==> src/verilog/ufis_defs.svh <==
// constants and rule overview for the uart flow, infrared and sleep block
// Overview of operation
// - compare one or two characters per mode
// - pause match stops transmitter after current character
// - pause match sets flag and interrupt, both only if enabled
// - resume match restarts transmitter, clears status flag
// - four character registers reset to zero
// - double mode needs two consecutive matches
// - matched flow characters not stored in FIFO
// - fill crossing trigger sends pause after two characters
// - fill at or under lower step sends resume characters
// - special detect compares second pause, stores, flags
// - compare only word length bits, lsb aligned
// - infrared encoder emits 3/16 pulse per zero
// - infrared enable idles output and input low
// - decoder maps pulse to one, optional inversion
// - sleep only when all seven conditions hold
// - sleeping stops oscillator output toggling
// - wake on start edge, byte write, modem change
// - resleep after service, never with interrupt pending
// - character registers reachable only with 0xBF control
`ifndef UFIS_DEFS_SVH
`define UFIS_DEFS_SVH
`define UFIS_CHAR_RESET     8'h00
`define UFIS_BANK_KEY       8'hBF
`define UFIS_IER_PAUSE_BIT  5
`define UFIS_IER_SLEEP_BIT  4
`define UFIS_MCR_INV_BIT    2
`define UFIS_MCR_IR_BIT     6
`define UFIS_EFR_SPECIAL_BIT 5
`define UFIS_ISR_FLOW_BIT   4
`define UFIS_IR_PULSE_NUM   3
`define UFIS_IR_PULSE_DEN   16
`define UFIS_PAUSE_DELAY_CHARS 2
`endif

==> src/verilog/ufis_pkg.sv <==
// types shared by the uart flow, infrared and sleep block
package ufis_pkg;
  typedef enum logic [1:0] {
    UFIS_FLOW_OFF    = 2'b00,
    UFIS_FLOW_SINGLE = 2'b01,
    UFIS_FLOW_DOUBLE = 2'b10
  } ufis_flow_mode_t;
  typedef enum logic [1:0] {
    UFIS_TX_IDLE  = 2'b00,
    UFIS_TX_FIRST = 2'b01,
    UFIS_TX_SECOND = 2'b10
  } ufis_tx_state_t;
  typedef struct packed {
    logic [3:0] phase;
    logic       pulse;
    logic [2:0] s_rx;
  } ufis_ir_t;
endpackage

==> src/verilog/ufis_ir_codec.sv <==
// infrared pulse encoder and decoder
`timescale 1ns/1ps
`include "ufis_defs.svh"
module ufis_ir_codec (
  input  wire logic sys_clk,
  input  wire logic resetn,
  input  wire logic baud16_en,
  input  wire logic ir_enable,
  input  wire logic rx_invert,
  input  wire logic tx_bit,
  input  wire logic tx_bit_start,
  input  wire logic rx_pin,
  output logic      ir_tx_out,
  output logic      ir_rx_bit
);
  ufis_pkg::ufis_ir_t st_reg;
  ufis_pkg::ufis_ir_t st_next;
  logic rx_meta_reg;
  always_comb begin
    st_next = st_reg;
    st_next.s_rx = {st_reg.s_rx[1:0], rx_meta_reg};
    if (tx_bit_start) begin
      st_next.phase = 4'h0;
      st_next.pulse = ir_enable & ~tx_bit;
    end else if (baud16_en) begin
      st_next.phase = st_reg.phase + 4'h1;
      if (st_reg.phase == 4'(`UFIS_IR_PULSE_NUM - 1)) begin
        st_next.pulse = 1'b0;
      end
    end
    if (!ir_enable) begin
      st_next.pulse = 1'b0;
    end
  end
  always_ff @(posedge sys_clk) begin
    if (!resetn) begin
      st_reg      <= '0;
      rx_meta_reg <= 1'b0;
    end else begin
      st_reg      <= st_next;
      rx_meta_reg <= rx_pin;
    end
  end
  assign ir_tx_out = st_reg.pulse;
  // light pulse is a one unless inverted; idle low reads as zero
  assign ir_rx_bit = st_reg.s_rx[1] ^ rx_invert;
endmodule

==> src/verilog/ufis_core.sv <==
// flow control, special detect, infrared and sleep logic of one channel
`timescale 1ns/1ps
`include "ufis_defs.svh"
module ufis_core #(
  parameter int CLK_HZ    = 100000000,
  parameter int OSC_DIV   = 4
) (
  input  wire logic        sys_clk,
  input  wire logic        resetn,
  input  wire logic        baud16_en,
  input  wire logic [7:0]  line_control_reg,
  input  wire logic [7:0]  interrupt_enable_reg,
  input  wire logic [7:0]  modem_control_reg,
  input  wire logic [7:0]  enhanced_feature_reg,
  input  wire logic [1:0]  flow_mode,
  input  wire logic        char_wr,
  input  wire logic [1:0]  char_sel,
  input  wire logic [7:0]  char_wdata,
  input  wire logic        rx_char_valid,
  input  wire logic [7:0]  rx_char,
  input  wire logic [4:0]  rx_fill,
  input  wire logic [1:0]  rx_trig_sel,
  input  wire logic        tx_char_done,
  input  wire logic        tx_bit,
  input  wire logic        tx_bit_start,
  input  wire logic        thr_write,
  input  wire logic        other_int_pending,
  input  wire logic        other_sleep_en,
  input  wire logic        other_rx_idle,
  input  wire logic        msr_read,
  input  wire logic [3:0]  modem_in,
  input  wire logic        rx_pin,
  input  wire logic        serial_tx,
  output logic             rx_store,
  output logic [7:0]       rx_store_data,
  output logic             tx_halt,
  output logic             flow_tx_req,
  output logic [7:0]       flow_tx_char,
  output logic             flow_status,
  output logic             irq,
  output logic [7:0]       char_rdata,
  output logic [3:0]       modem_delta,
  output logic             sleeping,
  output logic             osc_enable,
  output logic             oscillator_output_pin,
  output logic             tx_pin,
  output logic             rx_line
);
  // pause wait of two characters, ten bits each, sixteen ticks a bit
  localparam int PAUSE_TICKS = `UFIS_PAUSE_DELAY_CHARS * 10 * 16;
  typedef struct packed {
    logic [7:0]  resume1;
    logic [7:0]  resume2;
    logic [7:0]  pause1;
    logic [7:0]  pause2;
    logic        half_resume;
    logic        half_pause;
    logic        halt_pend;
    logic        halt;
    logic        pause_flag;
    logic        spec_flag;
    logic        sent_pause;
    logic        delay_run;
    logic [9:0]  delay_cnt;
    ufis_pkg::ufis_tx_state_t tx_st;
    logic        tx_pause;
    logic        store;
    logic [7:0]  store_data;
    logic [3:0]  mod_s1;
    logic [3:0]  mod_s2;
    logic [3:0]  mod_old;
    logic [3:0]  delta;
    logic [1:0]  rx_s;
    logic        rx_old;
    logic        sleep;
    logic [7:0]  osc_cnt;
    logic        osc_out;
    logic        tx_out;
    logic        rx_out;
    logic [7:0]  rdata;
    logic        irq_out;
    logic        req_out;
    logic [7:0]  char_out;
    logic        osc_en;
  } st_t;
  st_t s_reg;
  st_t s_next;
  logic ir_tx;
  logic ir_rx;
  logic [7:0] wmask;
  logic [4:0] xoff_lvl;
  logic [4:0] xon_lvl;
  logic m_p1;
  logic m_p2;
  logic m_r1;
  logic m_r2;
  logic pause_hit;
  logic resume_hit;
  logic double_mode;
  logic flow_on;
  logic bank_open;
  logic int_pend;
  logic sleep_ok;
  logic wake;
  ufis_ir_codec u_ir (
    .sys_clk      (sys_clk),
    .resetn       (resetn),
    .baud16_en    (baud16_en),
    .ir_enable    (modem_control_reg[`UFIS_MCR_IR_BIT]),
    .rx_invert    (modem_control_reg[`UFIS_MCR_INV_BIT]),
    .tx_bit       (tx_bit),
    .tx_bit_start (tx_bit_start),
    .rx_pin       (rx_pin),
    .ir_tx_out    (ir_tx),
    .ir_rx_bit    (ir_rx)
  );
  always_comb begin
    unique case (line_control_reg[1:0])
      2'b00: wmask = 8'h1F;
      2'b01: wmask = 8'h3F;
      2'b10: wmask = 8'h7F;
      2'b11: wmask = 8'hFF;
    endcase
    unique case (rx_trig_sel)
      2'b00: begin
        xoff_lvl = 5'h01;
        xon_lvl  = 5'h00;
      end
      2'b01: begin
        xoff_lvl = 5'h04;
        xon_lvl  = 5'h01;
      end
      2'b10: begin
        xoff_lvl = 5'h08;
        xon_lvl  = 5'h04;
      end
      2'b11: begin
        xoff_lvl = 5'h0E;
        xon_lvl  = 5'h08;
      end
    endcase
  end
  assign m_p1 = ((rx_char ^ s_reg.pause1) & wmask) == 8'h00;
  assign m_p2 = ((rx_char ^ s_reg.pause2) & wmask) == 8'h00;
  assign m_r1 = ((rx_char ^ s_reg.resume1) & wmask) == 8'h00;
  assign m_r2 = ((rx_char ^ s_reg.resume2) & wmask) == 8'h00;
  assign flow_on = flow_mode != ufis_pkg::UFIS_FLOW_OFF;
  assign double_mode = flow_mode == ufis_pkg::UFIS_FLOW_DOUBLE;
  assign pause_hit = flow_on & rx_char_valid &
                     (double_mode ? (s_reg.half_pause & m_p2) : m_p1);
  assign resume_hit = flow_on & rx_char_valid & s_reg.halt &
                      (double_mode ? (s_reg.half_resume & m_r2) : m_r1);
  assign bank_open = line_control_reg == `UFIS_BANK_KEY;
  assign int_pend = s_reg.pause_flag | s_reg.spec_flag |
                    (s_reg.delta != 4'h0);
  assign sleep_ok = !int_pend && !other_int_pending &&
                    interrupt_enable_reg[`UFIS_IER_SLEEP_BIT] &&
                    other_sleep_en && s_reg.delta == 4'h0 &&
                    s_reg.rx_s[1] && other_rx_idle;
  always_comb begin
    s_next = s_reg;
    s_next.store = 1'b0;
    s_next.mod_s1 = modem_in;
    s_next.mod_s2 = s_reg.mod_s1;
    s_next.mod_old = s_reg.mod_s2;
    s_next.rx_s = {s_reg.rx_s[0], rx_pin};
    s_next.rx_old = s_reg.rx_s[1];
    if (char_wr && bank_open) begin
      unique case (char_sel)
        2'b00: s_next.resume1 = char_wdata;
        2'b01: s_next.resume2 = char_wdata;
        2'b10: s_next.pause1 = char_wdata;
        2'b11: s_next.pause2 = char_wdata;
      endcase
    end
    unique case (char_sel)
      2'b00: s_next.rdata = bank_open ? s_reg.resume1 : 8'h00;
      2'b01: s_next.rdata = bank_open ? s_reg.resume2 : 8'h00;
      2'b10: s_next.rdata = bank_open ? s_reg.pause1 : 8'h00;
      2'b11: s_next.rdata = bank_open ? s_reg.pause2 : 8'h00;
    endcase
    // host read clears, a detect in the same cycle wins
    if (msr_read) begin
      s_next.spec_flag = 1'b0;
    end
    if (rx_char_valid) begin
      s_next.half_pause = double_mode & m_p1;
      s_next.half_resume = double_mode & m_r1;
      if (!(flow_on && (m_p1 || m_p2 || m_r1 || m_r2) &&
            (!double_mode || s_reg.half_pause || s_reg.half_resume ||
             m_p1 || m_r1))) begin
        s_next.store = 1'b1;
        s_next.store_data = rx_char;
      end
      if (enhanced_feature_reg[`UFIS_EFR_SPECIAL_BIT] && m_p2) begin
        s_next.store = 1'b1;
        s_next.store_data = rx_char;
        s_next.spec_flag = 1'b1;
      end
    end
    if (pause_hit) begin
      s_next.halt_pend = 1'b1;
      s_next.pause_flag =
        interrupt_enable_reg[`UFIS_IER_PAUSE_BIT];
    end
    if (s_reg.halt_pend && tx_char_done) begin
      s_next.halt_pend = 1'b0;
      s_next.halt = 1'b1;
    end
    if (resume_hit) begin
      s_next.halt = 1'b0;
      s_next.halt_pend = 1'b0;
      s_next.pause_flag = 1'b0;
      s_next.spec_flag = 1'b0;
    end
    if (flow_on && !s_reg.sent_pause && rx_fill >= xoff_lvl &&
        !s_reg.delay_run) begin
      s_next.delay_run = 1'b1;
      s_next.delay_cnt = 10'(PAUSE_TICKS - 1);
    end else if (s_reg.delay_run && baud16_en) begin
      if (s_reg.delay_cnt == 10'h000) begin
        s_next.delay_run = 1'b0;
        s_next.sent_pause = 1'b1;
        s_next.tx_pause = 1'b1;
        s_next.tx_st = ufis_pkg::UFIS_TX_FIRST;
      end else begin
        s_next.delay_cnt = s_reg.delay_cnt - 10'h001;
      end
    end
    if (s_reg.sent_pause && s_reg.tx_st == ufis_pkg::UFIS_TX_IDLE &&
        rx_fill <= xon_lvl && (xon_lvl != 5'h00 || rx_fill == 5'h00) &&
        rx_fill < xoff_lvl) begin
      s_next.sent_pause = 1'b0;
      s_next.tx_pause = 1'b0;
      s_next.tx_st = ufis_pkg::UFIS_TX_FIRST;
    end
    if (tx_char_done) begin
      unique case (s_reg.tx_st)
        ufis_pkg::UFIS_TX_IDLE: s_next.tx_st = ufis_pkg::UFIS_TX_IDLE;
        ufis_pkg::UFIS_TX_FIRST: s_next.tx_st = double_mode ?
          ufis_pkg::UFIS_TX_SECOND : ufis_pkg::UFIS_TX_IDLE;
        ufis_pkg::UFIS_TX_SECOND: s_next.tx_st = ufis_pkg::UFIS_TX_IDLE;
        default: s_next.tx_st = ufis_pkg::UFIS_TX_IDLE;
      endcase
    end
    // modem change detect, cleared by host read, change wins
    if (msr_read) begin
      s_next.delta = 4'h0;
    end
    if (s_reg.mod_s2 != s_reg.mod_old) begin
      s_next.delta = s_next.delta | (s_reg.mod_s2 ^ s_reg.mod_old);
    end
    if (sleep_ok) begin
      s_next.sleep = 1'b1;
    end
    if (wake || int_pend || other_int_pending ||
        !interrupt_enable_reg[`UFIS_IER_SLEEP_BIT]) begin
      s_next.sleep = 1'b0;
    end
    if (!s_reg.sleep) begin
      if (s_reg.osc_cnt == 8'(OSC_DIV - 1)) begin
        s_next.osc_cnt = 8'h00;
        s_next.osc_out = ~s_reg.osc_out;
      end else begin
        s_next.osc_cnt = s_reg.osc_cnt + 8'h01;
      end
    end else begin
      s_next.osc_out = 1'b0;
    end
    if (modem_control_reg[`UFIS_MCR_IR_BIT]) begin
      s_next.tx_out = ir_tx;
      s_next.rx_out = ir_rx;
    end else begin
      s_next.tx_out = serial_tx;
      s_next.rx_out = s_reg.rx_s[1];
    end
    // outputs registered from the next state, no extra cycle of lag
    s_next.irq_out = s_next.pause_flag | s_next.spec_flag;
    s_next.req_out = s_next.tx_st != ufis_pkg::UFIS_TX_IDLE;
    s_next.char_out = (s_next.tx_st == ufis_pkg::UFIS_TX_SECOND) ?
      (s_next.tx_pause ? s_next.pause2 : s_next.resume2) :
      (s_next.tx_pause ? s_next.pause1 : s_next.resume1);
    s_next.osc_en = ~s_next.sleep;
  end
  assign wake = (s_reg.rx_old & ~s_reg.rx_s[1]) | thr_write |
                (s_reg.mod_s2 != s_reg.mod_old);
  always_ff @(posedge sys_clk) begin
    if (!resetn) begin
      s_reg <= '0;
      s_reg.resume1 <= `UFIS_CHAR_RESET;
      s_reg.resume2 <= `UFIS_CHAR_RESET;
      s_reg.pause1 <= `UFIS_CHAR_RESET;
      s_reg.pause2 <= `UFIS_CHAR_RESET;
      s_reg.rx_s <= 2'b11;
      s_reg.rx_old <= 1'b1;
      s_reg.tx_out <= 1'b1;
      s_reg.rx_out <= 1'b1;
      s_reg.osc_en <= 1'b1;
      s_reg.tx_st <= ufis_pkg::UFIS_TX_IDLE;
    end else begin
      s_reg <= s_next;
    end
  end
  assign rx_store = s_reg.store;
  assign rx_store_data = s_reg.store_data;
  assign tx_halt = s_reg.halt;
  assign flow_tx_req = s_reg.req_out;
  assign flow_tx_char = s_reg.char_out;
  assign flow_status = s_reg.irq_out;
  assign irq = s_reg.irq_out;
  assign char_rdata = s_reg.rdata;
  assign modem_delta = s_reg.delta;
  assign sleeping = s_reg.sleep;
  assign osc_enable = s_reg.osc_en;
  assign oscillator_output_pin = s_reg.osc_out;
  assign tx_pin = s_reg.tx_out;
  assign rx_line = s_reg.rx_out;
endmodule

==> config.mk <==
export PLATFORM = sky130hd
export DESIGN_NAME = ufis_core
export DESIGN_NICKNAME = d
export VERILOG_FILES = /design/src/verilog/ufis_pkg.sv /design/src/verilog/ufis_ir_codec.sv /design/src/verilog/ufis_core.sv
export VERILOG_INCLUDE_DIRS = /design/src /design/src/verilog
export SDC_FILE = /design/constraint.sdc
export NUM_CORES = 1
export LEC_CHECK = 0
export BUFFER_PORTS_ARGS = -buffer_cell sky130_fd_sc_hd__clkbuf_2
export CAP_MARGIN = 30
export CORE_ASPECT_RATIO = 1.5
export CORE_UTILIZATION = 58
export CTS_BUF_LIST = sky130_fd_sc_hd__clkbuf_8
export DETAILED_ROUTE_END_ITERATION = 16
export GPL_ROUTABILITY_DRIVEN = 0
export GPL_TIMING_DRIVEN = 0
export HOLD_SLACK_MARGIN = 0.03
export PLACE_DENSITY = 0.83
export SLEW_MARGIN = 20
export SYNTH_ARGS = -nofsm -noshare
export SYNTH_HDL_FRONTEND = slang
export SYNTH_SLANG_ARGS = --single-unit
==> constraint.sdc <==
create_clock -name sys_clk -period 2.5 [get_ports sys_clk]
set_input_delay 0 -clock sys_clk [delete_from_list [all_inputs] [get_ports sys_clk]]
set_output_delay 0 -clock sys_clk [all_outputs]
set_load 0.005 [all_outputs]
==> summary.txt, run 1 <==
Run status
  • Status: complete, no violations

Logic synthesis
  • Seq/Total Area, Yosys: 39.5%
  • Synthesis Warnings: 0
  • Yosys top cell area share: 39.5%
  • Netlist Area Pre-Place: 0.00608 mm^2
  • Largest area contributor in the netlist: dfxtp_1
  • FF+latch count, synth: 120
  • Mean Syn Cell Area: 8.73 um^2
  • Cell count after synthesis: 696
  • Async S/R FF share, synth: 0%
  • Most frequently used flop master after synthesis: dfxtp_1
  • Post-synth EDFFs: 0
  • Post-synth net total: 785
  • Synth cell types: 66
  • Top post-synthesis cells by area: dfxtp_1 40%, nand2_1 7.1%, xor2_1 6.9%

Die
  • Die X: 85.6 um
  • Die area: 0.0109 mm^2
  • Top Ports: 116
  • Die height: 127 um
  • Starting density of the core: 60.0%
  • CORE AREA: 0.0101 mm^2
  • Standard-cell rows: 45

Timing
  • Layout Skew: 0.00834 ns
  • Setup_tns: 0 ns
  • RSZ-0062 raised after global routing: no
  • Worst slew margin relative to its limit: 47.2%
  • Final Setup Violations: 0
  • Hold slack: 0.0424 ns
  • Min Tclk post-route: 2.34 ns
  • Maximum clock rate: 427 MHz
  • Slew @ Worst Pin: 0.789 ns
  • Setup WS post-layout: 0.156 ns
  • Final hold violations: 0
  • Fin crit share: 93.8%
  • Pins Over Slew Limit: 0

Critical path
  • Max FO, Critical Path: 9
  • RR Startpoint: s_reg[60]
  • Critical R2R Capture: flow_tx_char[3]
  • Crit path arrival time: 2.73 ns
  • Endpoint type of the worst setup path: flop
  • FF-to-FF setup slack: 0.16 ns
  • Setup crit end: flow_tx_char[3]
  • Kind of critical path: flop to flop
  • Critical Path RT: 2.89 ns
  • Crit path launch type: flop
  • Reg2reg path depth: 7
  • Crit path from: s_reg[60]

Power and ir drop
  • Lkg Pwr: 3.14 nW
  • Pwr/cell area: 582 mW/mm^2
  • Peak VDD IR: 0.000396 V

Drt
  • DR vias: 5733
  • Final WL: 15900 um
  • DR vias/cell: 5.98
  • DRC viols: 0
  • First-pass DRT Iterations: 6
  • Initial drt markers: 378
  • Final ANT Viol Nets: 0
  • WL/cell: 16.6 um

Clock tree
  • Total CTS buffers: 17
  • Clock Latency Late Sink: 0.45 ns
  • CTS tree: yes
  • Clk sinks: 120
  • H-Tree Level Count: 4
  • Clk Tree Root Cell: clkbuf_8
  • CTS clock-pin slew for the worst setup and hold paths: 0.07 ns
  • Post CTS Setup Buffer Count: 0
  • Clock buffer depth: 2

Final layout
  • Max FFs per register: 65
  • Number of diodes: 0
  • Nets: 918
  • Final instance area: 0.00737 mm^2
  • Final std cells w/o fill: 959
  • Synth-to-Final Area Change: 21.2%
  • Share of layout cells above drive strength 1: 21.0%

Min path
  • Hold crit path type: primary input to flop
  • Min-delay src: flow_mode[1]

Global route
  • Vias in the first global route: 5568
  • Global routing usage on met2: 54.2%
  • Met1 Usage GRT: 31.7%
  • Largest net degree at the start of global routing: 17
  • Total gr overflow: 0
  • Busiest grt layer: met2
  • First-pass GRT wire length: 25500 um
  • Met3 GRT Util: 6.20%
  • Antenna violations before repair: 0
  • GR Util All Layers: 29.9%

Placement
  • Pre-CTS WS: -0.0199 ns
  • DP HPWL: 11700 um
  • Placed inst area: 0.00664 mm^2
  • IO Port Bufs: 84
  • Placed insts: 897

Job
  • Max-cap violations: 0
[layout by cell type (no fill, tap or decap), types with 4 or more instances in the layout]
cell / instances
a211o_1: 8
a211oi_1: 15
a21oi_1: 54
a32oi_1: 10
and2_1: 18
and3_1: 14
and3b_1: 10
and4b_1: 4
buf_2: 4
buf_4: 31
clkbuf_1: 28
clkbuf_2: 85
clkbuf_8: 17
dfxtp_1: 120
dlygate4sd3_1: 30
ha_1: 11
inv_1: 22
inv_6: 6
mux4_2: 8
nand2_1: 114
nand3_1: 8
nand4_1: 14
nand4b_1: 6
nor2_1: 30
nor2b_1: 14
nor3_1: 10
o311ai_0: 7
o31ai_1: 17
xnor2_1: 9
xor2_1: 48
[layout make-up]
| class | instances | area (um^2) |
|---|---|---|
| Fill cell | 754 | 2770 |
| Sequential cell | 120 | 2400 |
| Clock inverter | 15 | 166 |
| Inverter | 24 | 90.1 |
| Clock buffer | 17 | 234 |
| Tap cell | 117 | 146 |
| Timing Repair Buffer | 114 | 721 |
| Multi-Input combinational cell | 483 | 3210 |
| Buffer | 69 | 397 |
[logic make-up after synthesis]
group,after synthesis,share of synthesized area (%)
flops,120,39.5
simple gates,263,22.4
mux,13,3.89
compound gates,139,15.6
xor+xnor,57,8.21
fa+ha+maj,11,2.26
buf+inv,93,8.01
[synth_stat cells (6+ instances only)]
cell type,number
ha_1,11
nor2_1,30
nand4_1,14
xnor2_1,9
and2_1,18
nor3_1,10
xor2_1,48
inv_1,22
nand2_1,115
nor2b_1,14
nand4b_1,6
and3_1,14
nand3_1,8
clkbuf_1,28
a211o_1,8
o31ai_1,17
a211oi_1,15
o311ai_0,7
mux4_2,8
a21oi_1,54
and3b_1,10
buf_4,31
dfxtp_1,120
a32oi_1,10
[stage by stage]
step                util, %  power [W]
floorplan                 -    0.00235
global placement       65.6    0.00249
detailed placement     65.6    0.00252
CTS                    72.5    0.00428
global route           72.7    0.00444
finish                 72.7    0.00429
[report_power, final]
group	internal, W	switching [W]
clock network	0.000904	0.000857
registers	0.00197	0.0000473
logic	0.000224	0.000282
[how the worst min path moves through the flow]
stage / end / depth (start not counted)
after floorplan: s_reg[60] / 1
after global placement: s_next[33] / 2
after detailed placement: s_next[45] / 2
after CTS: s_reg[78] / 4
after global routing: s_reg[78] / 4
final: s_reg[78] / 4
[critical path, cell delays in order (launching register included)]
cell	delay, ns
dfxtp_1	0.36
or4b_1	0.58
a221oi_2	0.19
a31o_1	0.20
buf_6	0.15
mux2_4	0.36
a211oi_1	0.28
a211o_1	0.16
[timing repair]
item	CTS	global route
resized for setup	0	4
endpoints found under the setup margin	0	8
endpoints found under the hold margin	66	0
hold buffers	30	0
[per-layer routing]
metal  vias up  routed length (um)
li1       2702                   -
met1      2685                5880
met2       274                8240
met3        72                1050
met4         0                 719
met5         -                   0
No activity file was read; power rests on OpenSTA's default activity.
==> inputs of run 2 (changes only) <==
--- a/config.mk
+++ b/config.mk
@@ -9,13 +9,12 @@
 export BUFFER_PORTS_ARGS = -buffer_cell sky130_fd_sc_hd__clkbuf_2
 export CAP_MARGIN = 30
 export CORE_ASPECT_RATIO = 1.5
-export CORE_UTILIZATION = 58
+export CORE_UTILIZATION = 29
 export CTS_BUF_LIST = sky130_fd_sc_hd__clkbuf_8
 export DETAILED_ROUTE_END_ITERATION = 16
 export GPL_ROUTABILITY_DRIVEN = 0
 export GPL_TIMING_DRIVEN = 0
 export HOLD_SLACK_MARGIN = 0.03
-export PLACE_DENSITY = 0.83
 export SLEW_MARGIN = 20
 export SYNTH_ARGS = -nofsm -noshare
 export SYNTH_HDL_FRONTEND = slang
==> constraint.sdc (replaced) <==
create_clock -name sys_clk -period 2.28 [get_ports sys_clk]
set_input_delay 0 -clock sys_clk [delete_from_list [all_inputs] [get_ports sys_clk]]
set_output_delay 0 -clock sys_clk [all_outputs]
set_load 0.005 [all_outputs]
==> summary.txt, run 2 (synthesis gave the netlist of run 1 again) <==
Power and ir drop
  • Lkg Pwr: 3.19 nW (+1.5%)
  • Peak VDD IR: 0.000324 V (-18%)
  • Sequential power share: 45.5% (-1.6 points)
  • Gate power share: 11.7% (about the same)
  • Sw frac: 27.6% (-0.049 points)
  • Pwr/cell area: 632 mW/mm^2 (+8.7%)
  • Clk pwr share: 42.8% (+1.7 points)
  • Pwr Total: 0.00487 W (+14%)
  • Switching Power: 0.00135 W (+13%)
  • Pint: 0.00352 W (+14%)

Timing
  • Final Setup Violations: 0 (unchanged)
  • Pins Over Slew Limit: 0 (unchanged)
  • Slew @ Worst Pin: 0.769 ns (-0.0203 ns)
  • Fin crit share: 99.1% (+5.3 points)
  • Layout Skew: 0.0196 ns (+0.0112 ns)
  • RSZ-0062 raised after global routing: yes
  • Setup WS post-layout: 0.0212 ns (-0.135 ns)
  • Maximum clock rate: 443 MHz (+3.8%)
  • Final hold violations: 0 (unchanged)
  • Worst slew margin relative to its limit: 48.7% (+1.5 points)
  • Min Tclk post-route: 2.26 ns (-0.0852 ns)

Critical path
  • Critical Path RT: 2.67 ns (-0.22 ns)
  • Buf+Inv Stages, Crit Path: 1 (unchanged)
  • Slowest stage cell, crit path: or4b_4
  • Worst stage delay on the critical path: 0.53 ns (-0.05 ns)
  • Max FO, Critical Path: 9 (unchanged)
  • Crit path arrival time: 2.65 ns (-0.08 ns)
  • FF-to-FF setup slack: 0.02 ns (-0.13 ns)
  • Crit path launch type: flop
  • Worst path top cell family by delay: compound AO/OA/AOI/OAI gates
  • Endpoint type of the worst setup path: flop
  • Cell Chain, Critical Path: or4b_4 > a221oi_2 > a31o_1 > buf_6 > mux2_4 > a211oi_1 > a211o_1
  • Kind of critical path: flop to flop

Final layout
  • Leading cell type in the layout, fill and taps excluded: dfxtp_1
  • Reg area: 0.00240 mm^2 (+0.10%)
  • Layout fillers: 2168 (+190%)
  • Share of layout cells above drive strength 1: 22.9% (+1.9 points)
  • Final std cells w/o fill: 1110 (+16%)
  • Synth-to-Final Area Change: 26.7%
  • Commonest cells after routing, fill and taps aside: 118 x dfxtp_1, 114 x nand2_1, 86 x clkbuf_2
  • Multi-input logic area: 0.00329 mm^2 (+2.6%)
  • Nets: 922 (+0.44%)
  • Number of diodes: 0 (unchanged)
  • Max FFs per register: 65 (unchanged)

Global route
  • First-pass GRT wire length: 27100 um (+6.2%)
  • Largest net degree at the start of global routing: 17 (unchanged)
  • GR Util All Layers: 16.2% (-14 points)
  • Antenna violations before repair: 0 (unchanged)
  • Vias in the first global route: 5456 (-2.0%)
  • Total gr overflow: 0 (unchanged)

Die
  • Standard-cell rows: 64 (+42%)
  • CORE AREA: 0.0205 mm^2 (+100%)
  • Starting density of the core: 29.6% (-30 points)
  • Die X: 120 um (+40%)
  • Top Ports: 116 (unchanged)
  • Die area: 0.0216 mm^2 (+98%)
  • Die height: 179 um (+41%)

Drt
  • WL/cell: 15.3 um (-7.9%)
  • Final ANT Viol Nets: 0 (unchanged)
  • Initial drt markers: 314 (-17%)
  • DR vias/cell: 4.88 (-18%)
  • DRC viols: 0 (unchanged)
  • DR vias: 5421 (-5.4%)
  • First-pass DRT Iterations: 5 (-1)
  • Final WL: 16900 um (+6.6%)

Clock tree
  • H-Tree Level Count: 4 (unchanged)
  • Clk sinks: 120 (unchanged)
  • Clk Tree Root Cell: clkbuf_8
  • Clock Latency Late Sink: 0.45 ns (about the same)
  • Total CTS buffers: 17 (unchanged)
  • Clock buffer depth: 2 (unchanged)
  • CTS clock-pin slew for the worst setup and hold paths: 0.08 ns (about the same)
  • CTS tree: yes

Placement
  • DP HPWL: 13000 um (+11%)
  • Placed insts: 1045 (+16%)
  • Pre-CTS WS: -0.230 ns (-0.210 ns)
  • IO Port Bufs: 84 (unchanged)

Run status
  • Status: complete, no violations

Job
  • Max-cap violations: 0 (unchanged)

Min path
  • Hold crit path type: primary input to flop
run 2: worst reg2reg max path, delay by kind of cell, from the launching register on:
family / cells / cell delay [ns]
compound gates: 4 / 0.80
buf+inv: 1 / 0.15
flops: 1 / 0.35
mux: 1 / 0.37
simple gates: 1 / 0.53
run 2: final cells by class:
type / count / share of cell area, %
flip-flops and latches: 120 / 31.2
multi-input cells: 483 / 42.8
inverters: 24 / 1.17
plain buffers: 69 / 5.26
clock inverters: 15 / 2.49
repair buffers: 118 / 9.76
clock buffers: 17 / 3.04
well taps: 264 / 4.29
run 2: what timing repair did:
action,in CTS,in global routing
hold buffers,32,0
pin swaps,2,6
setup endpoints to repair,8,20
buffers inserted,1,0
hold endpoints to repair,69,0
resized for setup,10,17
run 2: final timing paths:
| kind | to | cells after the start | startpoint |
|---|---|---|---|
| min reg2reg | s_next[31] | 1 | s_next[33] |
| max reg2reg | flow_tx_char[7] | 7 | s_reg[60] |
| min | rx_store_data[7] | 4 | rx_char[7] |
| max | flow_tx_char[7] | 7 | s_reg[60] |
run 2: power groups by stage:
stage,registers (W),logic [W],clock network [W]
2_1_floorplan,0.00225,0.000334,0
3_3_place_gp,0.00226,0.000502,0
3_5_place_dp,0.00226,0.000510,0
4_1_cts,0.00222,0.000564,0.00212
5_1_grt,0.00222,0.000636,0.00222
6_report,0.00222,0.000572,0.00208
run 2: layer usage:
| metal | part of all wire (%) | wire (um) | GRT usage [%] |
|---|---|---|---|
| met5 | 0 | 0 | 0 |
| met4 | 3.0 | 514 | 8.44 |
| met3 | 3.6 | 610 | 3.44 |
| met2 | 54 | 9120 | 30.1 |
| met1 | 40 | 6710 | 17.0 |
run 2: through the flow:
| stage | utilization, % | setup TNS (ns) | hold slack (ns) | cell area, um^2 |
|---|---|---|---|---|
| floorplan | - | 0 | 0.0853 | 6080 |
| global placement | 33.3 | -1.56 | 0.210 | 6830 |
| detailed placement | 33.3 | -1.74 | 0.218 | 6830 |
| CTS | 37.2 | 0 | 0.0493 | 7630 |
| global route | 37.6 | -0.137 | 0.0903 | 7700 |
| finish | 37.6 | 0 | 0.0779 | 7700 |
